**config.mk**
```make
export PLATFORM = sky130hd
export DESIGN_NAME = rar_supervisor
export DESIGN_NICKNAME = d
export VERILOG_FILES = /design/src/rtl/rar_pkg.sv /design/src/rtl/rar_supervisor.sv
export VERILOG_INCLUDE_DIRS = /design/src /design/src/rtl
export SDC_FILE = /design/constraint.sdc
export NUM_CORES = 1
export LEC_CHECK = 0
export ABC_AREA = 0
export BUFFER_PORTS_ARGS = -buffer_cell sky130_fd_sc_hd__buf_2
export CAP_MARGIN = 40
export CORE_MARGIN = 10
export CORE_UTILIZATION = 45
export DETAILED_ROUTE_END_ITERATION = 8
export PLACE_DENSITY = 0.74
export SLEW_MARGIN = 10
export SYNTH_ARGS = -nofsm -noshare
export SYNTH_HDL_FRONTEND = slang
export SYNTH_SLANG_ARGS = --single-unit
```
**constraint.sdc**
```tcl
create_clock -name ref_clk -period 23.7 [get_ports ref_clk]
set_input_delay 2.37 -clock ref_clk [delete_from_list [all_inputs] [get_ports ref_clk]]
set_output_delay 2.37 -clock ref_clk [all_outputs]
set_load 0.03 [all_outputs]
```
**src/rtl/rar_defs.svh**
```systemverilog
/*
 * Constants of the reference-loss and fault auto-restart supervisor:
 * register offsets, field positions, reset values and timing figures.
 * Assumes it is included by bare name from the module and the bench.
 */
`ifndef RAR_DEFS_SVH
`define RAR_DEFS_SVH

// ==========================================================
// register byte offsets
`define RAR_OFF_CTRL 8'h00
`define RAR_OFF_RATIO 8'h04
`define RAR_OFF_OUTSEL 8'h08
`define RAR_OFF_STATUS 8'h0C
`define RAR_OFF_INT_STAT 8'h10
`define RAR_OFF_INT_MASK 8'h14
`define RAR_OFF_CMD 8'h18

// ==========================================================
// field positions
`define RAR_CTRL_LOSS_ACT 0
`define RAR_CTRL_CONTACT 1
`define RAR_CTRL_RIDE_LO 2
`define RAR_CTRL_LIMIT_LO 8
`define RAR_CMD_FAULT_RST 0
`define RAR_INT_LOSS 0
`define RAR_INT_RESTART 1
`define RAR_INT_TRIP 2
`define RAR_INT_CLEARED 3

// fault vector bit positions
`define RAR_FLT_UV 4

// ==========================================================
// reset values and codes
`define RAR_RST_CTRL 12'h000
`define RAR_RST_RATIO 10'h320
`define RAR_RATIO_FULL 10'h3E8
`define RAR_LIMIT_MAX 4'hA
`define RAR_RST_OUTSEL 24'h000000
`define RAR_CODE_REF_LOST 8'h0C
`define RAR_CODE_AUTO_RESTART 8'h1E
`define RAR_ELIG_MASK 14'h3FFF

// ==========================================================
// timing
`define RAR_CLK_MHZ 250
`define RAR_LOSS_WINDOW_MS 400
`define RAR_CLEAR_MINUTES 10
`define RAR_LOSS_WINDOW_CYC (`RAR_LOSS_WINDOW_MS * `RAR_CLK_MHZ * 1000)
`define RAR_CLEAR_CYC (64'd`RAR_CLEAR_MINUTES * 64'd60 * 64'd1000000 * 64'd`RAR_CLK_MHZ)

`endif

```
**src/rtl/rar_pkg.sv**
```systemverilog
/*
 * Types of the reference-loss and fault auto-restart supervisor.
 * Assumes rar_defs.svh for the numeric constants.
 */
package rar_pkg;
  // ==========================================================
  // restart sequencer states
  typedef enum logic [1:0] {
    ST_RUN,
    ST_DIAG,
    ST_SEARCH,
    ST_TRIP
  } rar_state_t;
endpackage : rar_pkg

```
**src/rtl/rar_supervisor.sv**
```systemverilog
/*
 * Supervisor for a motor drive: detects collapse of an analog speed
 * reference and substitutes a scaled fallback speed, and sequences
 * automatic restarts after transient faults. Registers sit on APB.
 * Assumes reference, run and fault inputs come from logic on ref_clk,
 * and that the fault-reset terminal is an asynchronous pin.
 */
`timescale 1ns/1ps
`include "rar_defs.svh"

// What this block does
// - flag loss when analog reference drops 90% or more within 400 ms.
// - with loss handling on and loss flagged, run at scaled pre-loss speed.
// - loss action 0 follows the reference, 1 uses fallback; default 0.
// - fallback is pre-loss speed times ratio 0.0-100.0 percent, default 80.0.
// - output terminal with selector code C asserts while reference loss flagged.
// - eligible fault while running triggers self-diagnosis, then automatic restart.
// - restart attempts limit programmable 0 to 10, default 0; 0 disables.
// - every restart begins with speed search from the pre-fault run speed.
// - only the listed transient faults are restart eligible.
// - any other fault trips protection with no restart attempt.
// - bus undervoltage is eligible only when ride-through select is 1 or 2.
// - output terminal with selector code 1E shows restart in progress.
// - contact select 0 keeps fault contact off during restart, 1 activates it.
// - counter clears after 10 minutes of fault-free running after a restart.
// - counter clears when a trip is acknowledged by an external fault reset.
// - counter clears on power-on reset.
module rar_supervisor
  import rar_pkg::*;
#(
  parameter int unsigned LOSS_WINDOW_CYC = `RAR_LOSS_WINDOW_CYC,
  parameter logic [39:0] CLEAR_CYC = 40'(`RAR_CLEAR_CYC),
  parameter int unsigned REF_W = 16
) (
  // clock and reset
  input wire logic ref_clk,
  input wire logic rst_n,
  // apb slave
  input wire logic psel,
  input wire logic penable,
  input wire logic pwrite,
  input wire logic [7:0] paddr,
  input wire logic [31:0] pwdata,
  output logic [31:0] prdata,
  output logic pready,
  output logic pslverr,
  // speed reference
  input wire logic [REF_W-1:0] refIn,
  input wire logic refIsAnalog,
  output logic [REF_W-1:0] speedCmd,
  // drive status and faults
  input wire logic running,
  input wire logic [13:0] faultVec,
  input wire logic otherFault,
  input wire logic faultResetPin,
  // diagnosis and speed search engine
  input wire logic diagDone,
  input wire logic diagError,
  input wire logic searchDone,
  output logic searchStart,
  output logic [REF_W-1:0] searchFreq,
  // status outputs
  output logic restartActive,
  output logic faultContact,
  output logic protectTrip,
  output logic [2:0] terminalOut,
  output logic irq
);

  // ==========================================================
  // apb slave and registers
  logic [31:0] prdata_r, prdata_nxt;
  logic pready_r, pready_nxt;
  logic pslverr_r, pslverr_nxt;
  logic [11:0] ctrl_r, ctrl_nxt;
  logic [9:0] ratio_r, ratio_nxt;
  logic [23:0] outSel_r, outSel_nxt;
  logic [3:0] intStat_r, intStat_nxt;
  logic [3:0] intMask_r, intMask_nxt;
  logic irq_r, irq_nxt;
  logic cmdReset;
  logic doWrite, doAccess, mapped;
  logic [31:0] rdVal;
  logic [3:0] events;

  // loss detection state
  logic [31:0] winCnt_r, winCnt_nxt;
  logic [REF_W-1:0] base_r, base_nxt;
  logic lossFlag_r, lossFlag_nxt;
  logic [REF_W-1:0] speedCmd_r, speedCmd_nxt;
  logic [REF_W+3:0] refTimes10, baseWide;
  logic [REF_W+9:0] fallProd;
  logic [9:0] ratioEff;
  logic lossSet;

  // restart sequencer state
  rar_state_t state_r, state_nxt;
  logic [3:0] count_r, count_nxt;
  logic [39:0] timer_r, timer_nxt;
  logic [REF_W-1:0] searchFreq_r, searchFreq_nxt;
  logic searchStart_r, searchStart_nxt;
  logic evRestart, evTrip, evCleared;
  logic anyFault, eligible;
  logic [3:0] limitEff;
  logic [1:0] rideSel;

  // output staging
  logic restartActive_r, restartActive_nxt;
  logic faultContact_r, faultContact_nxt;
  logic protectTrip_r, protectTrip_nxt;
  logic [2:0] termOut_r, termOut_nxt;

  // fault-reset pin synchroniser
  logic rstPinMeta_r, rstPinSync_r;

  // one wait state: prdata and pready come from flops
  assign doAccess = psel && penable && pready_r;
  assign doWrite = doAccess && pwrite;
  assign cmdReset = doWrite && (paddr == `RAR_OFF_CMD) && pwdata[`RAR_CMD_FAULT_RST];

  always_comb begin
    mapped = 1'b1;
    rdVal = 32'h00000000;
    case (paddr)
      `RAR_OFF_CTRL: rdVal = {20'h00000, ctrl_r};
      `RAR_OFF_RATIO: rdVal = {22'h000000, ratio_r};
      `RAR_OFF_OUTSEL: rdVal = {8'h00, outSel_r};
      `RAR_OFF_STATUS: begin
        rdVal = {speedCmd_r, 8'h00, count_r, 1'b0, protectTrip_r, restartActive_r,
                 lossFlag_r};
      end
      `RAR_OFF_INT_STAT: rdVal = {28'h0000000, intStat_r};
      `RAR_OFF_INT_MASK: rdVal = {28'h0000000, intMask_r};
      `RAR_OFF_CMD: rdVal = 32'h00000000;
      default: mapped = 1'b0;
    endcase
  end

  always_comb begin
    pready_nxt = psel && penable && !pready_r;
    prdata_nxt = pready_nxt ? rdVal : 32'h00000000;
    pslverr_nxt = pready_nxt && !mapped;
    ctrl_nxt = ctrl_r;
    ratio_nxt = ratio_r;
    outSel_nxt = outSel_r;
    intMask_nxt = intMask_r;
    if (doWrite) begin
      case (paddr)
        `RAR_OFF_CTRL: ctrl_nxt = pwdata[11:0];
        `RAR_OFF_RATIO: ratio_nxt = pwdata[9:0];
        `RAR_OFF_OUTSEL: outSel_nxt = pwdata[23:0];
        `RAR_OFF_INT_MASK: intMask_nxt = pwdata[3:0];
        default: ;
      endcase
    end
    // a new event wins over a write-one clear in the same cycle
    intStat_nxt = intStat_r;
    if (doWrite && paddr == `RAR_OFF_INT_STAT) begin
      intStat_nxt = intStat_r & ~pwdata[3:0];
    end
    intStat_nxt = intStat_nxt | events;
    irq_nxt = |(intStat_nxt & intMask_nxt);
  end

  always_ff @(posedge ref_clk) begin
    if (!rst_n) begin
      prdata_r <= 32'h00000000;
      pready_r <= 1'b0;
      pslverr_r <= 1'b0;
      ctrl_r <= `RAR_RST_CTRL;
      ratio_r <= `RAR_RST_RATIO;
      outSel_r <= `RAR_RST_OUTSEL;
      intStat_r <= 4'h0;
      intMask_r <= 4'h0;
      irq_r <= 1'b0;
    end else begin
      prdata_r <= prdata_nxt;
      pready_r <= pready_nxt;
      pslverr_r <= pslverr_nxt;
      ctrl_r <= ctrl_nxt;
      ratio_r <= ratio_nxt;
      outSel_r <= outSel_nxt;
      intStat_r <= intStat_nxt;
      intMask_r <= intMask_nxt;
      irq_r <= irq_nxt;
    end
  end

  // ==========================================================
  // reference loss detection and fallback speed
  // a sample of the reference is taken at each window start; a
  // collapse to a tenth or less of that sample inside the window is a loss
  assign refTimes10 = {refIn, 4'h0} - {3'b000, refIn, 1'b0} - {3'b000, refIn, 1'b0}
                      - {3'b000, refIn, 1'b0};
  assign baseWide = {4'h0, base_r};
  assign lossSet = refIsAnalog && (base_r != '0) && (refTimes10 <= baseWide);
  // ratio in tenths of a percent, held to the full-scale value
  assign ratioEff = (ratio_r > `RAR_RATIO_FULL) ? `RAR_RATIO_FULL : ratio_r;
  assign fallProd = base_r * ratioEff;

  always_comb begin
    winCnt_nxt = winCnt_r + 32'h00000001;
    base_nxt = base_r;
    lossFlag_nxt = lossFlag_r;
    if (winCnt_r >= LOSS_WINDOW_CYC - 1) begin
      winCnt_nxt = 32'h00000000;
      // base freezes during loss so it keeps the pre-loss speed
      if (!lossFlag_r && !lossSet) begin
        base_nxt = refIn;
      end
    end
    if (!lossFlag_r && lossSet) begin
      lossFlag_nxt = 1'b1;
    end else if (lossFlag_r && (!refIsAnalog || refTimes10 > baseWide)) begin
      lossFlag_nxt = 1'b0;
      base_nxt = refIn;
      winCnt_nxt = 32'h00000000;
    end
    // action 0 follows the collapsed reference, 1 holds the fallback
    if (ctrl_r[`RAR_CTRL_LOSS_ACT] && lossFlag_r) begin
      speedCmd_nxt = REF_W'(fallProd / 26'd1000);
    end else begin
      speedCmd_nxt = refIn;
    end
  end

  always_ff @(posedge ref_clk) begin
    if (!rst_n) begin
      winCnt_r <= 32'h00000000;
      base_r <= '0;
      lossFlag_r <= 1'b0;
      speedCmd_r <= '0;
    end else begin
      winCnt_r <= winCnt_nxt;
      base_r <= base_nxt;
      lossFlag_r <= lossFlag_nxt;
      speedCmd_r <= speedCmd_nxt;
    end
  end

  // ==========================================================
  // fault-reset terminal synchroniser
  always_ff @(posedge ref_clk) begin
    if (!rst_n) begin
      rstPinMeta_r <= 1'b0;
      rstPinSync_r <= 1'b0;
    end else begin
      rstPinMeta_r <= faultResetPin;
      rstPinSync_r <= rstPinMeta_r;
    end
  end

  // ==========================================================
  // auto-restart sequencer
  assign rideSel = ctrl_r[`RAR_CTRL_RIDE_LO +: 2];
  assign limitEff = (ctrl_r[`RAR_CTRL_LIMIT_LO +: 4] > `RAR_LIMIT_MAX) ? `RAR_LIMIT_MAX
                    : ctrl_r[`RAR_CTRL_LIMIT_LO +: 4];
  assign anyFault = (|faultVec) || otherFault;

  always_comb begin
    logic [13:0] eligMask;
    eligMask = `RAR_ELIG_MASK;
    // undervoltage qualifies only with ride-through enabled
    if (rideSel != 2'b01 && rideSel != 2'b10) begin
      eligMask[`RAR_FLT_UV] = 1'b0;
    end
    eligible = (|faultVec) && !otherFault && ((faultVec & ~eligMask) == 14'h0000);
  end

  always_comb begin
    state_nxt = state_r;
    count_nxt = count_r;
    timer_nxt = 40'h0000000000;
    searchFreq_nxt = searchFreq_r;
    searchStart_nxt = 1'b0;
    evRestart = 1'b0;
    evTrip = 1'b0;
    evCleared = 1'b0;
    case (state_r)
      ST_RUN, ST_SEARCH: begin
        if (anyFault && (running || state_r == ST_SEARCH)) begin
          if (eligible && limitEff != 4'h0 && count_r < limitEff) begin
            state_nxt = ST_DIAG;
            count_nxt = count_r + 4'h1;
            // remember the speed the drive ran at when the fault hit
            if (state_r == ST_RUN) begin
              searchFreq_nxt = speedCmd_r;
            end
            evRestart = 1'b1;
          end else begin
            state_nxt = ST_TRIP;
            evTrip = 1'b1;
          end
        end else if (state_r == ST_SEARCH) begin
          if (searchDone) begin
            state_nxt = ST_RUN;
          end
        end else if (running && count_r != 4'h0) begin
          // fault-free running time since the last restart
          if (timer_r >= CLEAR_CYC - 40'h0000000001) begin
            count_nxt = 4'h0;
            evCleared = 1'b1;
          end else begin
            timer_nxt = timer_r + 40'h0000000001;
          end
        end
      end
      ST_DIAG: begin
        if (diagDone) begin
          if (diagError) begin
            state_nxt = ST_TRIP;
            evTrip = 1'b1;
          end else begin
            state_nxt = ST_SEARCH;
            searchStart_nxt = 1'b1;
          end
        end
      end
      ST_TRIP: begin
        // faults must be gone before a reset is accepted
        if ((rstPinSync_r || cmdReset) && !anyFault) begin
          state_nxt = ST_RUN;
          count_nxt = 4'h0;
          evCleared = 1'b1;
        end
      end
      default: state_nxt = ST_RUN;
    endcase
    restartActive_nxt = (state_nxt == ST_DIAG) || (state_nxt == ST_SEARCH);
    protectTrip_nxt = (state_nxt == ST_TRIP);
    faultContact_nxt = protectTrip_nxt
                       || (restartActive_nxt && ctrl_r[`RAR_CTRL_CONTACT]);
  end

  always_ff @(posedge ref_clk) begin
    if (!rst_n) begin
      state_r <= ST_RUN;
      count_r <= 4'h0;
      timer_r <= 40'h0000000000;
      searchFreq_r <= '0;
      searchStart_r <= 1'b0;
      restartActive_r <= 1'b0;
      protectTrip_r <= 1'b0;
      faultContact_r <= 1'b0;
    end else begin
      state_r <= state_nxt;
      count_r <= count_nxt;
      timer_r <= timer_nxt;
      searchFreq_r <= searchFreq_nxt;
      searchStart_r <= searchStart_nxt;
      restartActive_r <= restartActive_nxt;
      protectTrip_r <= protectTrip_nxt;
      faultContact_r <= faultContact_nxt;
    end
  end

  assign events = {evCleared, evTrip, evRestart, lossSet && !lossFlag_r};

  // ==========================================================
  // multi-function output terminals
  genvar gi;
  generate
    for (gi = 0; gi < 3; gi++) begin : gTerm
      always_comb begin
        case (outSel_r[gi*8 +: 8])
          `RAR_CODE_REF_LOST: termOut_nxt[gi] = lossFlag_nxt;
          `RAR_CODE_AUTO_RESTART: termOut_nxt[gi] = restartActive_nxt;
          default: termOut_nxt[gi] = 1'b0;
        endcase
      end
    end
  endgenerate

  always_ff @(posedge ref_clk) begin
    if (!rst_n) begin
      termOut_r <= 3'b000;
    end else begin
      termOut_r <= termOut_nxt;
    end
  end

  // ==========================================================
  // outputs
  assign prdata = prdata_r;
  assign pready = pready_r;
  assign pslverr = pslverr_r;
  assign speedCmd = speedCmd_r;
  assign searchStart = searchStart_r;
  assign searchFreq = searchFreq_r;
  assign restartActive = restartActive_r;
  assign faultContact = faultContact_r;
  assign protectTrip = protectTrip_r;
  assign terminalOut = termOut_r;
  assign irq = irq_r;

endmodule : rar_supervisor

```
==> impl_metrics.tcl, run 1 <==
set metrics [dict create \
    drv_cap 0 \
    final_antenna_net_count 0 \
    synth-edff-count 0 \
    worstMarginPinSlew_ns 0.926 \
    dr_wl_met2_um 27000 \
    tns_ns 0 \
    worstSetupStartpointType "register" \
    slowest_delay_ns 0.85 \
    fill_cells 4243 \
    grt_overflow 0 \
    rsz0062_at_grt "no" \
    post_drt_wl_per_cell_um 17.6 \
    asyncSetResetFlopFracSynth_pct 0 \
    drt-total-wl_um 57300 \
    synth_fa_ha_area_share_pct 18.6 \
    r2r-end "speedCmd[0]" \
    holdCritStartpoint "rstPinMeta_r" \
    min_to "rstPinSync_r" \
    r2r-start "ratio_r[6]" \
    synth_top_area_cell "dfxtp_1" \
    synthMuxAreaShare_pct 3.17 \
    dr_wl_met3_um 4780 \
    clock_latency_ns 0.53 \
    r2r_cells 56 \
    die_h_um 233 \
    cts-buffers-inserted 23 \
    postCtsResizedCells 0 \
    synthTopCellsByArea "dfxtp_1 22%, fa_1 12%, nand2_1 6.5%" \
    synth_simple_gate_area_share_pct 23.5 \
    timing.critical_path.buf_inv 4 \
    synth_flop_cell "dfxtp_1" \
    relSlewSlack_pct 37.9 \
    finalNetCount 2947 \
    vias 19300 \
    crit_type "register to register" \
    cpMostUsedCell "fa_1" \
    period_share_pct 86.5 \
    drcViolationCount 0 \
    port_buffers 147 \
    worst_ep_required_time_ns 24.12 \
    grt_pass1_vias 18400 \
    synth_cell_types 116 \
    worstHoldPathType "register to register" \
    die-area_mm2 0.0541 \
    dr.max_layer_used "met4" \
    start_util_pct 45.7 \
    post_cts.repair.setup_buffers 0 \
    ys_warn_count 0 \
    antenna_found_initial 3 \
    avgSynthCellArea_um2 7.96 \
    vias_per_cell 5.94 \
    grt_pass1_wl_um 92600 \
    die_w_um 233 \
    crit_fanout 22 \
    drtPass1Iterations 6 \
    core_area_mm2 0.0445 \
    ys_seq_area_share_pct 22.1 \
    clock-sinks 225 \
    cts_tree "done" \
    cpLargestDelayFamily "compound AO/OA/AOI/OAI gates" \
    syn-cell-area_mm2 0.0204 \
    io_pins 156 \
    synth_xor_xnor_area_share_pct 6.44 \
    yosysMostFrequentCell "nand2_1" \
    ff_latch_area_mm2 0.00450 \
    grt_max_degree 57 \
    r2r_slack_ns 3.20 \
    clk_path_buf_depth 3 \
    fmax_mhz 48.8 \
    yosys.area.top_type_share_pct 22.1 \
    dp_hpwl_um 44200 \
    fin_skew_ns 0.0153 \
    drv_slew 0 \
    synth_compound_area_share_pct 20.5 \
    hold_path_depth 1 \
    synth_top_family_by_area "simple AND/OR/NAND/NOR gates" \
    cp-end-kind "register" \
    cts_root_buffer "clkbuf_16" \
    ctsHoldBuffers 0 \
    worstPathArrival_ns 20.91 \
    synth_cells 2557 \
    multi_input_area_mm2 0.0147 \
    num_rows 77 \
    synth_seq_cells 225 \
    drive_gt1_share_pct 10.4 \
    cpMaxStageDelayCell "dfxtp_1" \
    gp_congestion 0.944 \
    fin_crit_ns 20.50 \
    ctsHtreeMaxLevel 1 \
    clk_pin_slew_ns 0.06 \
    status "complete, no violations" \
    yosys-top-cells-count "352 x nand2_1, 246 x nor2_1, 225 x dfxtp_1" \
    drt_iter0_drc 1808 \
    grt_use_total_pct 20.2 \
    areaGrowthSynthToFinish_pct 9.57 \
    m1WireLength_um 24000 \
    setup_viol 0 \
    hold_viol_final 0 \
]
[per-stage QoR]
| stage | area, um2 | hold WS, ns | setup WS [ns] | std cells | utilization (%) |
|---|---|---|---|---|---|
| floorplan | 20400 | 0.411 | 7.16 | 2563 | - |
| global placement | 21500 | 0.432 | 4.25 | 3198 | 48.2 |
| detailed placement | 21500 | 0.423 | 3.61 | 3205 | 48.4 |
| CTS | 22300 | 0.447 | 3.57 | 3247 | 50.1 |
| global route | 22300 | 0.465 | 2.01 | 3250 | 50.1 |
| finish | 22300 | 0.446 | 3.20 | 3250 | 50.1 |
[sequential cells by signal (all words and copies together) (netlist names), 10 cells and up]
register and cells:
outSel_r 24, timer_r 40, speedCmd 16, ctrl_r 12, winCnt_r 32, base_r 16, searchFreq 16, ratio_r 10
prdata 32
[worst max-delay path by stage]
stage,from,to,slack [ns],depth (start not counted)
floorplan,ratio_r[9],speedCmd[0],7.16,64
global placement,ratio_r[5],speedCmd[0],4.25,55
detailed placement,ratio_r[6],speedCmd[0],3.61,55
CTS,ratio_r[6],speedCmd[0],3.57,55
global route,ratio_r[6],speedCmd[0],2.01,55
finish,ratio_r[6],speedCmd[0],3.20,56
[routing by layer]
metal | global-route usage [%] | up-vias
met5 | 0 | -
met4 | 6.55 | 0
met3 | 2.53 | 116
met2 | 33.8 | 863
met1 | 26.5 | 9204
li1 | - | 9126
[placed cells by master, fill, tap and decap left out, types with 16 or more instances in the layout]
cell type	synthesis	final
xnor2_1	81	81
a31oi_1	31	31
inv_1	171	171
buf_4	4	16
ha_1	104	104
nand4_1	33	33
nor4_1	21	21
o211ai_1	29	29
dfxtp_1	225	225
o21ai_0	79	79
and3_1	58	58
o22ai_1	19	19
xor2_1	63	63
and2_1	86	86
or3_1	16	16
a22oi_1	18	18
mux2i_1	47	47
a211oi_1	31	31
nor3_1	42	41
a21oi_1	177	177
nor2_1	246	246
fa_1	123	123
a21o_1	27	27
nand2_1	352	352
clkbuf_16	0	23
buf_2	20	147
nand3_1	76	76
o21a_1	22	22
[cell type report]
class                      instances  share of cell area, %
multi-input combinational       2049                   66.1
sequential                       225                   20.2
inverter                         172                   2.90
clock buffer                      33                   2.88
antenna                            3                 0.0337
clock inverter                     9                  0.471
tap                              592                   3.32
timing repair buffer             167                   4.11
[logic make-up (layout without fill, tap and decap cells)]
logic type,after synthesis,in the layout
AOI/OAI and AO/OA,599,599
and+or+nand+nor,1006,1006
DFF,225,225
xor gates and xnor gates,147,147
buffers and inverters,289,381
muxes,60,60
other,1,10
adders and majority gates,230,230
Power of run 1 is not shown: default switching activity piles up to over one toggle a cycle in this logic, so the estimate is an artifact.
==> run 2: changes to the inputs <==
Settings changed: CORE_UTILIZATION 45 to 62, PLACE_DENSITY 0.74 to 0.93.
==> run 2 against run 1 <==
  * Register-to-register slack better by 0.08 ns
  * Flip-flop and latch count stayed put
  * Die area shrank 25%
  * Non-clock buffer count is 2 lower
  * Critical path depth down 1
  * Sequential share of layout area up 0.094 points
  * Core utilization is 18 points higher
  * Wire length is 2.6% higher
  * Cell count fell by 4.7%
  * Setup slack gained 0.081 ns
  * First-iteration DRC count shrank 4.9%
  * Final area is 0.47% lower
  * Critical path type unchanged
==> impl_metrics.tcl, run 2 (synthesized netlist as in run 1, its figures left out) <==
set metrics [dict create \
    status "complete, no violations" \
    r2r-start "ratio_r[5]" \
    clk_pin_slew_ns 0.06 \
    setup_viol 0 \
    drt-total-wl_um 58800 \
    clock_latency_ns 0.53 \
    worstSetupStartpointType "register" \
    cts_root_buffer "clkbuf_16" \
    worstPathArrival_ns 20.83 \
    cts_tree "done" \
    start_util_pct 62.7 \
    hold_path_depth 1 \
    cpMostUsedCell "fa_1" \
    r2r_slack_ns 3.28 \
    r2r_cells 55 \
    dpl_cell_area_mm2 0.0213 \
    num_rows 66 \
    holdCritStartpoint "rstPinMeta_r" \
    drtPass1Iterations 7 \
    fin_skew_ns 0.0244 \
    min_to "rstPinSync_r" \
    largest_register_ffs 40 \
    ctsHtreeMaxLevel 1 \
    crit_type "register to register" \
    worst_ep_required_time_ns 24.12 \
    port_buffers 147 \
    grt_use_total_pct 27.7 \
    drt_iter0_drc 1720 \
    tns_ns 0 \
    grt_pass1_wl_um 96300 \
    grt_overflow 0 \
    regMostFlops "timer_r" \
    fmax_mhz 49.0 \
    gr-usage-met3_pct 5.37 \
    cpMaxStageDelayCell "o31ai_2" \
    die_h_um 201 \
    slowest_delay_ns 0.87 \
    final_cell_mix "352 x nand2_1, 246 x nor2_1, 225 x dfxtp_1, 177 x a21oi_1, 171 x inv_1" \
    vias 19800 \
    grtUsageMet2_pct 48.2 \
    postCtsResizedCells 0 \
    dp_hpwl_um 44400 \
    io_pins 156 \
    areaGrowthSynthToFinish_pct 9.06 \
    drive_gt1_share_pct 10.6 \
    die_w_um 201 \
    drv_slew 0 \
    drv_cap 0 \
    final_antenna_net_count 0 \
    period_share_pct 86.1 \
    mostFrequentLayoutCell "nand2_1" \
    core_area_mm2 0.0325 \
    die-area_mm2 0.0405 \
    drcViolationCount 0 \
    ctsHoldBuffers 0 \
    r2r-end "speedCmd[0]" \
    vias_per_cell 6.38 \
    crit_fanout 19 \
    fin_crit_ns 20.42 \
    top_usage_layer "met2" \
    fin_area_mm2 0.0222 \
    antenna_found_initial 4 \
    worstMarginPinSlew_ns 0.956 \
    hold_viol_final 0 \
    cp-end-kind "register" \
    rsz0062_at_grt "no" \
    grt_max_degree 56 \
    worstHoldPathType "register to register" \
    grt_pass1_vias 19600 \
    clock-sinks 225 \
    use_met1_pct 32.7 \
    gp_congestion 0.966 \
    finalNetCount 2946 \
    post_drt_wl_per_cell_um 19.0 \
    relSlewSlack_pct 36.1 \
    clk_path_buf_depth 3 \
    cts-buffers-inserted 24 \
    post_cts.repair.setup_buffers 0 \
]
[run 2: area by class of cell]
class                   count  area [um2]
fillers                  2550       10300
repair buffers            165         893
inverters                 172         646
flip-flops and latches    225        4500
clock buffers              29         681
diodes                      3        7.51
multi-input cells        2049       14700
well taps                 442         553
clock inverters            12         170
[run 2: per-layer routing]
| layer | vias to the layer above | share of wire, % | wire length [um] |
|---|---|---|---|
| li1 | 9123 | - | - |
| met5 | - | 0.029 | 17 |
| met4 | 4 | 3.9 | 2290 |
| met3 | 182 | 8.6 | 5050 |
| met1 | 9500 | 39 | 23000 |
| met2 | 949 | 48 | 28400 |
[run 2: how the worst max path moves through the flow]
stage | start | endpoint | slack, ns
2_1_floorplan | ratio_r[9] | speedCmd[0] | 7.16
3_3_place_gp | ratio_r[5] | speedCmd[0] | 3.97
3_5_place_dp | ratio_r[6] | speedCmd[0] | 3.75
4_1_cts | ratio_r[9] | speedCmd[0] | 3.71
5_1_grt | ratio_r[5] | speedCmd[0] | 2.10
6_report | ratio_r[5] | speedCmd[0] | 3.28
[run 2: worst max-delay path, delay by kind of cell (launching register included)]
family / cells / cell delay [ns]
AOI/OAI and AO/OA: 24 / 8.80
and+or+nand+nor: 13 / 4.34
adders and majority gates: 6 / 3.16
muxes: 5 / 1.80
xor gates and xnor gates: 3 / 0.99
DFF: 1 / 0.83
buffers and inverters: 4 / 0.44
[run 2: through the flow]
stage | worst slack (ns) | instances | hold WS, ns | util, %
after detailed placement | 3.75 | 3053 | 0.428 | 65.8
after global routing | 2.10 | 3096 | 0.460 | 68.4
after floorplan | 7.16 | 2563 | 0.411 | -
final | 3.28 | 3097 | 0.439 | 68.4
after global placement | 3.97 | 3045 | 0.431 | 65.5
after CTS | 3.71 | 3094 | 0.444 | 68.4
Power of run 2 is left out for the same reason.
